$ cat src/include/mmd_pkg.sv
// constants, types and state layout of the memory map decoder
`default_nettype none

package mmd_pkg;

   // ==========================================================
   // address map, 1-Mbyte space, largest variant
   typedef logic [19:0] mmd_addr_t;
   localparam mmd_addr_t BASE_END    = 20'h0FFFF;
   localparam mmd_addr_t VEC_BASE    = 20'h00000;
   localparam mmd_addr_t VEC_END     = 20'h0003F;
   localparam mmd_addr_t TCALL_BASE  = 20'h00040;
   localparam mmd_addr_t TCALL_END   = 20'h0007F;
   localparam mmd_addr_t FCALL_BASE  = 20'h00800;
   localparam mmd_addr_t FCALL_END   = 20'h00FFF;
   localparam mmd_addr_t ROM_END     = 20'h1FFFF;
   localparam mmd_addr_t DATA_LO     = 20'h0EE00;
   localparam mmd_addr_t NOFETCH_LO  = 20'h0FD00;
   localparam mmd_addr_t DATA_HI_OFS = 20'hF0000;
   localparam mmd_addr_t SPACE_END   = 20'hFFFFF;

   // ==========================================================
   // register port
   localparam logic [1:0] REG_MODE   = 2'h0;
   localparam logic [1:0] REG_PLACE  = 2'h1;
   localparam logic [1:0] REG_STATUS = 2'h2;
   localparam int         MODE_FAST_BIT = 0;
   localparam int         MODE_EXP_BIT  = 1;
   localparam int         MODE_WAIT_LSB = 2;
   localparam int         PLACE_UP_BIT  = 0;
   localparam int         STAT_FLT_BIT  = 0;
   localparam logic [7:0] MODE_RST   = 8'h00;

   // ==========================================================
   // access timing in system clocks
   localparam logic [3:0] FAST_FETCH_CLKS = 4'h2;
   localparam logic [3:0] EXT_FETCH_CLKS  = 4'h3;
   localparam logic [3:0] DATA_CLKS       = 4'h1;

   // ==========================================================
   // types
   typedef enum logic [1:0] {
      TGT_DATA = 2'b00,
      TGT_ROM  = 2'b01,
      TGT_EXT  = 2'b10,
      TGT_NONE = 2'b11
   } mmd_tgt_t;

   typedef enum logic [2:0] {
      KIND_DATA  = 3'b000,
      KIND_FETCH = 3'b001,
      KIND_VEC   = 3'b010,
      KIND_TCALL = 3'b011,
      KIND_FCALL = 3'b100
   } mmd_kind_t;

   typedef enum logic {
      ST_IDLE = 1'b0,
      ST_WAIT = 1'b1
   } mmd_st_t;

   typedef struct packed {
      mmd_kind_t   kind;
      mmd_addr_t   addr;
      logic [10:0] idx;
   } mmd_req_t;

   typedef struct packed {
      logic      done;
      logic      fault;
      logic      vec;
      logic      base;
      mmd_tgt_t  target;
      mmd_addr_t addr;
   } mmd_resp_t;

   typedef struct packed {
      mmd_st_t    st;
      logic       ready;
      logic       fast;
      logic       expand;
      logic [1:0] wait_n;
      logic       upper;
      logic       locked;
      logic       fault_flag;
      logic [3:0] cnt;
      logic [7:0] rdata;
      mmd_resp_t  resp;
   } mmd_state_t;

endpackage : mmd_pkg

`default_nettype wire

$ cat src/logic/mmd_region.sv
// combinational region decode of one address
`default_nettype none

module mmd_region (
   // address and configuration
   input  wire  mmd_pkg::mmd_addr_t i_addr,
   input  wire  logic               i_upper,
   input  wire  logic               i_expand,
   // decode result
   output var   mmd_pkg::mmd_tgt_t  o_target,
   output var   logic               o_no_fetch,
   output var   logic               o_base
);
   import mmd_pkg::*;

   mmd_addr_t data_lo;
   mmd_addr_t data_hi;
   mmd_addr_t nofetch_lo;
   logic      in_data;

   always_comb begin
      // upper placement moves the whole data area to the top
      data_lo    = i_upper ? (DATA_LO | DATA_HI_OFS) : DATA_LO;
      data_hi    = i_upper ? SPACE_END : BASE_END;
      nofetch_lo = i_upper ? (NOFETCH_LO | DATA_HI_OFS) : NOFETCH_LO;
      in_data    = (i_addr >= data_lo) && (i_addr <= data_hi);
      o_no_fetch = in_data && (i_addr >= nofetch_lo);
      o_base     = (i_addr <= BASE_END);
      // data area first, then rom, then external bus
      if (in_data) begin
         o_target = TGT_DATA;
      end else if (i_addr <= ROM_END) begin
         o_target = TGT_ROM;
      end else if (i_expand) begin
         o_target = TGT_EXT;
      end else begin
         o_target = TGT_NONE;
      end
   end

endmodule : mmd_region

`default_nettype wire

$ cat src/logic/mmd_decoder.sv
// memory map decoder: placement, target select and fetch timing
//
// Design decisions made here: the address-and-strobe port and the register offsets.
`default_nettype none

module mmd_decoder (
   // clock and reset
   input  wire  logic               i_mclk,
   input  wire  logic               i_nrst,
   // register port
   input  wire  logic [1:0]         i_reg_addr,
   input  wire  logic [7:0]         i_reg_wdata,
   input  wire  logic               i_reg_wr,
   input  wire  logic               i_reg_rd,
   output var   logic [7:0]         o_reg_rdata,
   // cpu access request
   input  wire  logic               i_req_valid,
   input  wire  mmd_pkg::mmd_req_t  i_req,
   output var   logic               o_ready,
   // access result
   output var   mmd_pkg::mmd_resp_t o_resp,
   // configuration seen by the cpu
   output var   logic               o_upper,
   output var   logic               o_fast
);
   import mmd_pkg::*;

   // ==========================================================
   // state
   mmd_state_t r;
   mmd_state_t next_r;

   mmd_addr_t  eff;
   mmd_tgt_t   tgt;
   logic       no_fetch;
   logic       base;
   logic       req_acc;
   logic       is_fetch;
   logic       acc_fault;
   logic [3:0] acc_clks;

   assign req_acc  = i_req_valid && r.ready;
   assign is_fetch = (i_req.kind == KIND_FETCH);

   // ==========================================================
   // effective address
   always_comb begin
      case (i_req.kind)
         KIND_VEC: begin
            // word slots, index 0 is reset, 1Fh breakpoint
            eff = VEC_BASE | {14'h0000, i_req.idx[4:0], 1'b0};
         end
         KIND_TCALL: begin
            // only 32 entries, upper index bits ignored
            eff = TCALL_BASE | {14'h0000, i_req.idx[4:0], 1'b0};
         end
         KIND_FCALL: begin
            eff = FCALL_BASE | {9'h000, i_req.idx};
         end
         default: begin
            // plain access, vector and table words need no care here
            eff = i_req.addr;
         end
      endcase
   end

   // ==========================================================
   // region decode
   mmd_region u_region (
      .i_addr     (eff),
      .i_upper    (r.upper),
      .i_expand   (r.expand),
      .o_target   (tgt),
      .o_no_fetch (no_fetch),
      .o_base     (base)
   );

   // ==========================================================
   // access length
   always_comb begin
      acc_fault = (tgt == TGT_NONE) || (is_fetch && no_fetch);
      if (acc_fault) begin
         acc_clks = DATA_CLKS;
      end else if ((tgt == TGT_ROM) && is_fetch && r.fast) begin
         acc_clks = FAST_FETCH_CLKS;
      end else if ((tgt == TGT_ROM) || (tgt == TGT_EXT)) begin
         // slow rom fetch pays the same waits as the bus
         acc_clks = EXT_FETCH_CLKS + {2'b00, r.wait_n};
      end else begin
         acc_clks = DATA_CLKS;
      end
   end

   // ==========================================================
   // next state
   always_comb begin
      next_r           = r;
      next_r.resp.done = 1'b0;
      next_r.rdata     = 8'h00;

      case (r.st)
         ST_IDLE: begin
            if (req_acc) begin
               // first access freezes the placement as well
               next_r.locked      = 1'b1;
               next_r.ready       = 1'b0;
               next_r.resp.target = tgt;
               next_r.resp.addr   = eff;
               next_r.resp.base   = base;
               next_r.resp.fault  = acc_fault;
               // bank number sits in the vector word itself
               next_r.resp.vec    = (i_req.kind == KIND_VEC);
               next_r.cnt         = acc_clks;
               next_r.st          = ST_WAIT;
            end
         end
         ST_WAIT: begin
            if (r.cnt == 4'h1) begin
               next_r.resp.done = 1'b1;
               next_r.ready     = 1'b1;
               next_r.st        = ST_IDLE;
            end else begin
               next_r.cnt = r.cnt - 4'h1;
            end
         end
         default: begin
            next_r.st    = ST_IDLE;
            next_r.ready = 1'b1;
         end
      endcase

      // register writes
      if (i_reg_wr) begin
         if (i_reg_addr == REG_MODE) begin
            next_r.fast   = i_reg_wdata[MODE_FAST_BIT];
            next_r.expand = i_reg_wdata[MODE_EXP_BIT];
            // waits never stall a fast rom fetch
            next_r.wait_n = i_reg_wdata[MODE_WAIT_LSB +: 2];
         end else if (i_reg_addr == REG_PLACE) begin
            if (!r.locked) begin
               next_r.upper  = i_reg_wdata[PLACE_UP_BIT];
               next_r.locked = 1'b1;
            end
         end else if (i_reg_addr == REG_STATUS) begin
            if (i_reg_wdata[STAT_FLT_BIT]) begin
               next_r.fault_flag = 1'b0;
            end
         end
      end

      // a fault in the clearing cycle is kept
      if (req_acc && acc_fault && (r.st == ST_IDLE)) begin
         next_r.fault_flag = 1'b1;
      end

      // register reads, data stand one cycle
      if (i_reg_rd) begin
         if (i_reg_addr == REG_MODE) begin
            next_r.rdata = {4'h0, r.wait_n, r.expand, r.fast};
         end else if (i_reg_addr == REG_PLACE) begin
            next_r.rdata = {6'h00, r.locked, r.upper};
         end else if (i_reg_addr == REG_STATUS) begin
            next_r.rdata = {4'h0, ~r.ready, r.resp.target, r.fault_flag};
         end else begin
            next_r.rdata = 8'h00;
         end
      end
   end

   // ==========================================================
   // state register
   always_ff @(posedge i_mclk or negedge i_nrst) begin
      if (!i_nrst) begin
         r             <= '0;
         r.st          <= ST_IDLE;
         r.ready       <= 1'b1;
         r.fast        <= MODE_RST[MODE_FAST_BIT];
         r.expand      <= MODE_RST[MODE_EXP_BIT];
         r.wait_n      <= MODE_RST[MODE_WAIT_LSB +: 2];
         r.upper       <= 1'b0;
         r.resp.target <= TGT_NONE;
      end else begin
         r <= next_r;
      end
   end

   // ==========================================================
   // outputs
   assign o_reg_rdata = r.rdata;
   assign o_ready     = r.ready;
   assign o_resp      = r.resp;
   assign o_upper     = r.upper;
   assign o_fast      = r.fast;

   logic rom_fetch;
   assign rom_fetch = req_acc && is_fetch && (tgt == TGT_ROM);
endmodule : mmd_decoder

`default_nettype wire

$ cat config.mk
export PLATFORM = sky130hd
export DESIGN_NAME = mmd_decoder
export DESIGN_NICKNAME = d
export VERILOG_FILES = /design/src/include/mmd_pkg.sv /design/src/logic/mmd_region.sv /design/src/logic/mmd_decoder.sv
export SDC_FILE = /design/constraint.sdc
export NUM_CORES = 1
export LEC_CHECK = 0
export BUFFER_PORTS_ARGS = -buffer_cell sky130_fd_sc_hd__buf_2
export CORE_AREA = 5 5 68 117
export DETAILED_ROUTE_END_ITERATION = 12
export DIE_AREA = 0 0 73 122
export PLACE_DENSITY = 0.66
export SYNTH_ARGS = -nofsm -noshare
export SYNTH_HDL_FRONTEND = slang
export SYNTH_HIERARCHICAL = 1
export SYNTH_SLANG_ARGS = --single-unit
$ cat constraint.sdc
create_clock -name i_mclk -period 5.19 [get_ports i_mclk]
set_clock_uncertainty 0.05 [all_clocks]
set_input_delay 1.038 -clock i_mclk [delete_from_list [all_inputs] [get_ports i_mclk]]
set_output_delay 1.038 -clock i_mclk [all_outputs]
set_load 0.05 [all_outputs]
==> summary.txt <==
Setup path
  – RR Endpoint: r[36]
  – WP data arrival: about 4000 ps
  – Crit Path Max Fanout: 27
  – CP Launch Type: input pin
  – Critical Path Sink Type: flip-flop
  – Critical Path End: r[36]
  – Worst EP required: approximately 5300 ps
  – Worst Reg2Reg Path Length in Cells: 10
  – R2r setup slk: about 2500 ps
  – R2r startpoint: o_upper
  – Crit path kind: in2reg
  – Crit. Startpoint: i_req[33]

Power
  – Psw: around 790 uW
  – Int Pwr: 905 uW
  – Switching Share: between 40% and 50%
  – Clock power frac: between 10% and 20%
  – Lkg Pwr: about 0.0015 uW
  – Total Power: ~1700 uW
  – Comb power frac: 48.3%
  – Power per cell area: between 500 and 600 nW/um^2
  – Maximum vdd drop: between 0.3 and 0.4 mV
  – Share of power burned in registers: 32.8%

Placed design
  – Placer Congestion: ~0.81
  – Dpl hpwl: a little under 5000 um
  – # placed instances: just under 400
  – I/O Buffers: between 70 and 80

Routing
  – 1st-pass router iterations: 4
  – Avg WL per Cell: 14.8 um
  – Iter 0 DRT Violations: 91
  – Drc violations: 0
  – Post-route ant nets: 0
  – Vias/cell: about 5
  – Detailed-route wire length: 5980 um
  – Detailed-route via count: just over 2k

Floorplan
  – Num ports: 86
  – Die W: around 73 um
  – Std cell rows: 41
  – Die ar.: 8910 sq um
  – Die Y: ~120 um
  – Starting Density: between 30% and 40%
  – Core footprint: between 6000 and 7000 sq um

Clock network
  – CTS H-tree lvls: 2
  – CTS tree: built
  – Post-CTS setup buffers: 0
  – Clock root cell: clkbuf_16
  – Clk Latency, worst-skew pair: roughly 280 ps
  – Clock sinks: 43
  – Worst-path clk slew: 60 ps
  – Resize count post-CTS: 0
  – CTS Buf Count: 5
  – Max clock buf depth: 2
  – Hold_buf cts: 0

STA
  – Final Hold Slack: approximately 430 ps
  – Hold Violations, Final: 0
  – RSZ-0062 raised after global routing: no
  – Post-layout minimum cycle time: just under 4000 ps
  – Measured slew at the worst slew-check pin: ~950 ps
  – Post-Route Setup TNS: 0 ps
  – # setup viols final: 0
  – Max-slew violation count: 0
  – Final period util: between 70% and 80%
  – Slew HR: 36.4%
  – Max Clk Rate: between 0.2 and 0.3 GHz

Cells and area
  – Area of the multi-input gates: 1250 sq um
  – Ant. Diodes: 0
  – NumNets Final: about 380
  – Area Growth Syn to Fin: 13.9%
  – Sequential cell area: 1080 sq um
  – Fin util: a little over two fifths
  – Layout cell share with drive strength beyond 1: between 30% and 40%
  – Final cell count without fillers: about 410
  – Filler cells: ~730

Synth
  – Synth warnings: 6
  – Synth unique cells: 44
  – Post-synth EDFFs: 0
  – Post-synth top flop: dfrtp_1
  – Cells after synthesis: roughly 270
  – Syn avg cell area: approximately 9.8 sq um
  – Ys async rst share: 100%
  – Post-Synthesis Cell Area: about 2700 sq um
  – Seq cells post-synth: 43
  – Post-synthesis sequential area ratio: roughly 40%

Global route
  – All-Layer GR Usage: approximately 14%
  – Vias in the first global route: about 2.1k
  – Global route overflow: 0
  – Largest net degree at the start of global routing: between 40 and 50
  – First-pass GRT wire length: between 9000 and 10000 um
  – Initial antenna violation count: 0

Outcome
  – Status: finished clean

Flow run
  – Max-cap viol count: 0

Worst hold path
  – Tightest Hold Check Type: reg2reg
==> critical path, cell delays in order <==
cell,delay [ps]
buf_2,360
mux2i_1,480
and2_1,250
ha_1,280
a21oi_1,150
o21a_1,160
a22o_2,150
a21oi_1,70
ha_1,230
a211o_1,290
or4b_1,470
a31oi_1,180
==> per-layer routing <==
metal	vias up	GRT usage, %	part of all wire [%]
li1	1005	-	-
met1	952	15.9	37
met2	82	25.3	53
met3	12	3.88	8.6
met4	0	5.08	2.1
met5	-	0	0
==> final cells by class <==
cell class | instances | area share, %
inverter | 16 | 1.97
timing repair buffer | 78 | 12.9
clock buffer | 6 | 4.56
sequential | 43 | 35.5
clock inverter | 2 | 0.534
tap | 86 | 3.53
multi-input combinational | 174 | 41.0
==> logic make-up after synthesis <==
group	share of synthesized area [%]
compound gates	12.9
xor+xnor	0.328
fa+ha+maj	4.21
buf+inv	13.3
flops	40.4
mux	13.4
other cells	0.140
simple gates	15.3
==> cell usage after synthesis (4+ instances only) <==
| library cell | n | area [sq um] |
|---|---|---|
| mux2i_1 | 10 | 100 |
| nor2_1 | 8 | 30.0 |
| nand3b_1 | 6 | 45.0 |
| ha_1 | 9 | 113 |
| mux2_2 | 23 | 259 |
| clkbuf_1 | 4 | 15.0 |
| and2_1 | 10 | 62.6 |
| inv_1 | 16 | 60.1 |
| o211ai_1 | 5 | 37.5 |
| buf_4 | 34 | 255 |
| nand3_1 | 5 | 25.0 |
| a22o_1 | 6 | 52.6 |
| a21oi_1 | 9 | 45.0 |
| dfrtp_1 | 40 | 1000 |
| o21ai_0 | 18 | 90.1 |
| nand2_1 | 18 | 67.6 |
| o21ai_1 | 5 | 25.0 |
| or3_1 | 7 | 43.8 |
==> per-stage QoR <==
step	instance area, sq um	worst slack [ps]
finish	3040	1230
CTS	3040	1220
global route	3040	956
global placement	2890	984
detailed placement	2890	928
floorplan	2690	1360
==> power groups by stage <==
stage / clock network (uW) / registers [uW] / logic, uW
2_1_floorplan: 0 / 563 / 771
3_3_place_gp: 0 / 559 / 821
3_5_place_dp: 0 / 565 / 834
4_1_cts: 328 / 560 / 835
5_1_grt: 343 / 577 / 882
6_report: 321 / 557 / 820
==> layout by cell type, fill, tap and decap left out, types with 3 or more instances in the layout <==
| cell type | count |
|---|---|
| ha_1 | 9 |
| nand2_1 | 18 |
| mux2_2 | 23 |
| mux2i_1 | 10 |
| and2_1 | 10 |
| nor2_1 | 8 |
| dfstp_2 | 3 |
| o21ai_0 | 18 |
| buf_2 | 77 |
| a22o_1 | 6 |
| nor2b_1 | 3 |
| clkbuf_16 | 5 |
| nand3_1 | 5 |
| a31oi_1 | 3 |
| inv_1 | 16 |
| or3_1 | 7 |
| nand3b_1 | 6 |
| o211ai_1 | 5 |
| nor3_1 | 3 |
| o21ai_1 | 5 |
| a21oi_1 | 9 |
| conb_1 | 4 |
| dfrtp_1 | 40 |
==> registers in the layout, indices dropped and copies added (netlist names) <==
register and flops:
o_resp 26, r 10, o_reg_rdata 4, o_fast 1
o_ready 1, o_upper 1
==> worst min path at each step <==
stage,from,to,slack [ps],cells past startpoint
floorplan,o_resp[23],o_resp[23],390,2
global placement,o_resp[23],o_resp[23],410,2
detailed placement,o_resp[23],o_resp[23],410,2
CTS,o_resp[23],o_resp[23],430,2
global route,o_resp[24],o_resp[24],450,2
finish,o_resp[22],o_resp[22],430,2
Note: power is estimated with default switching activity, not from simulation.
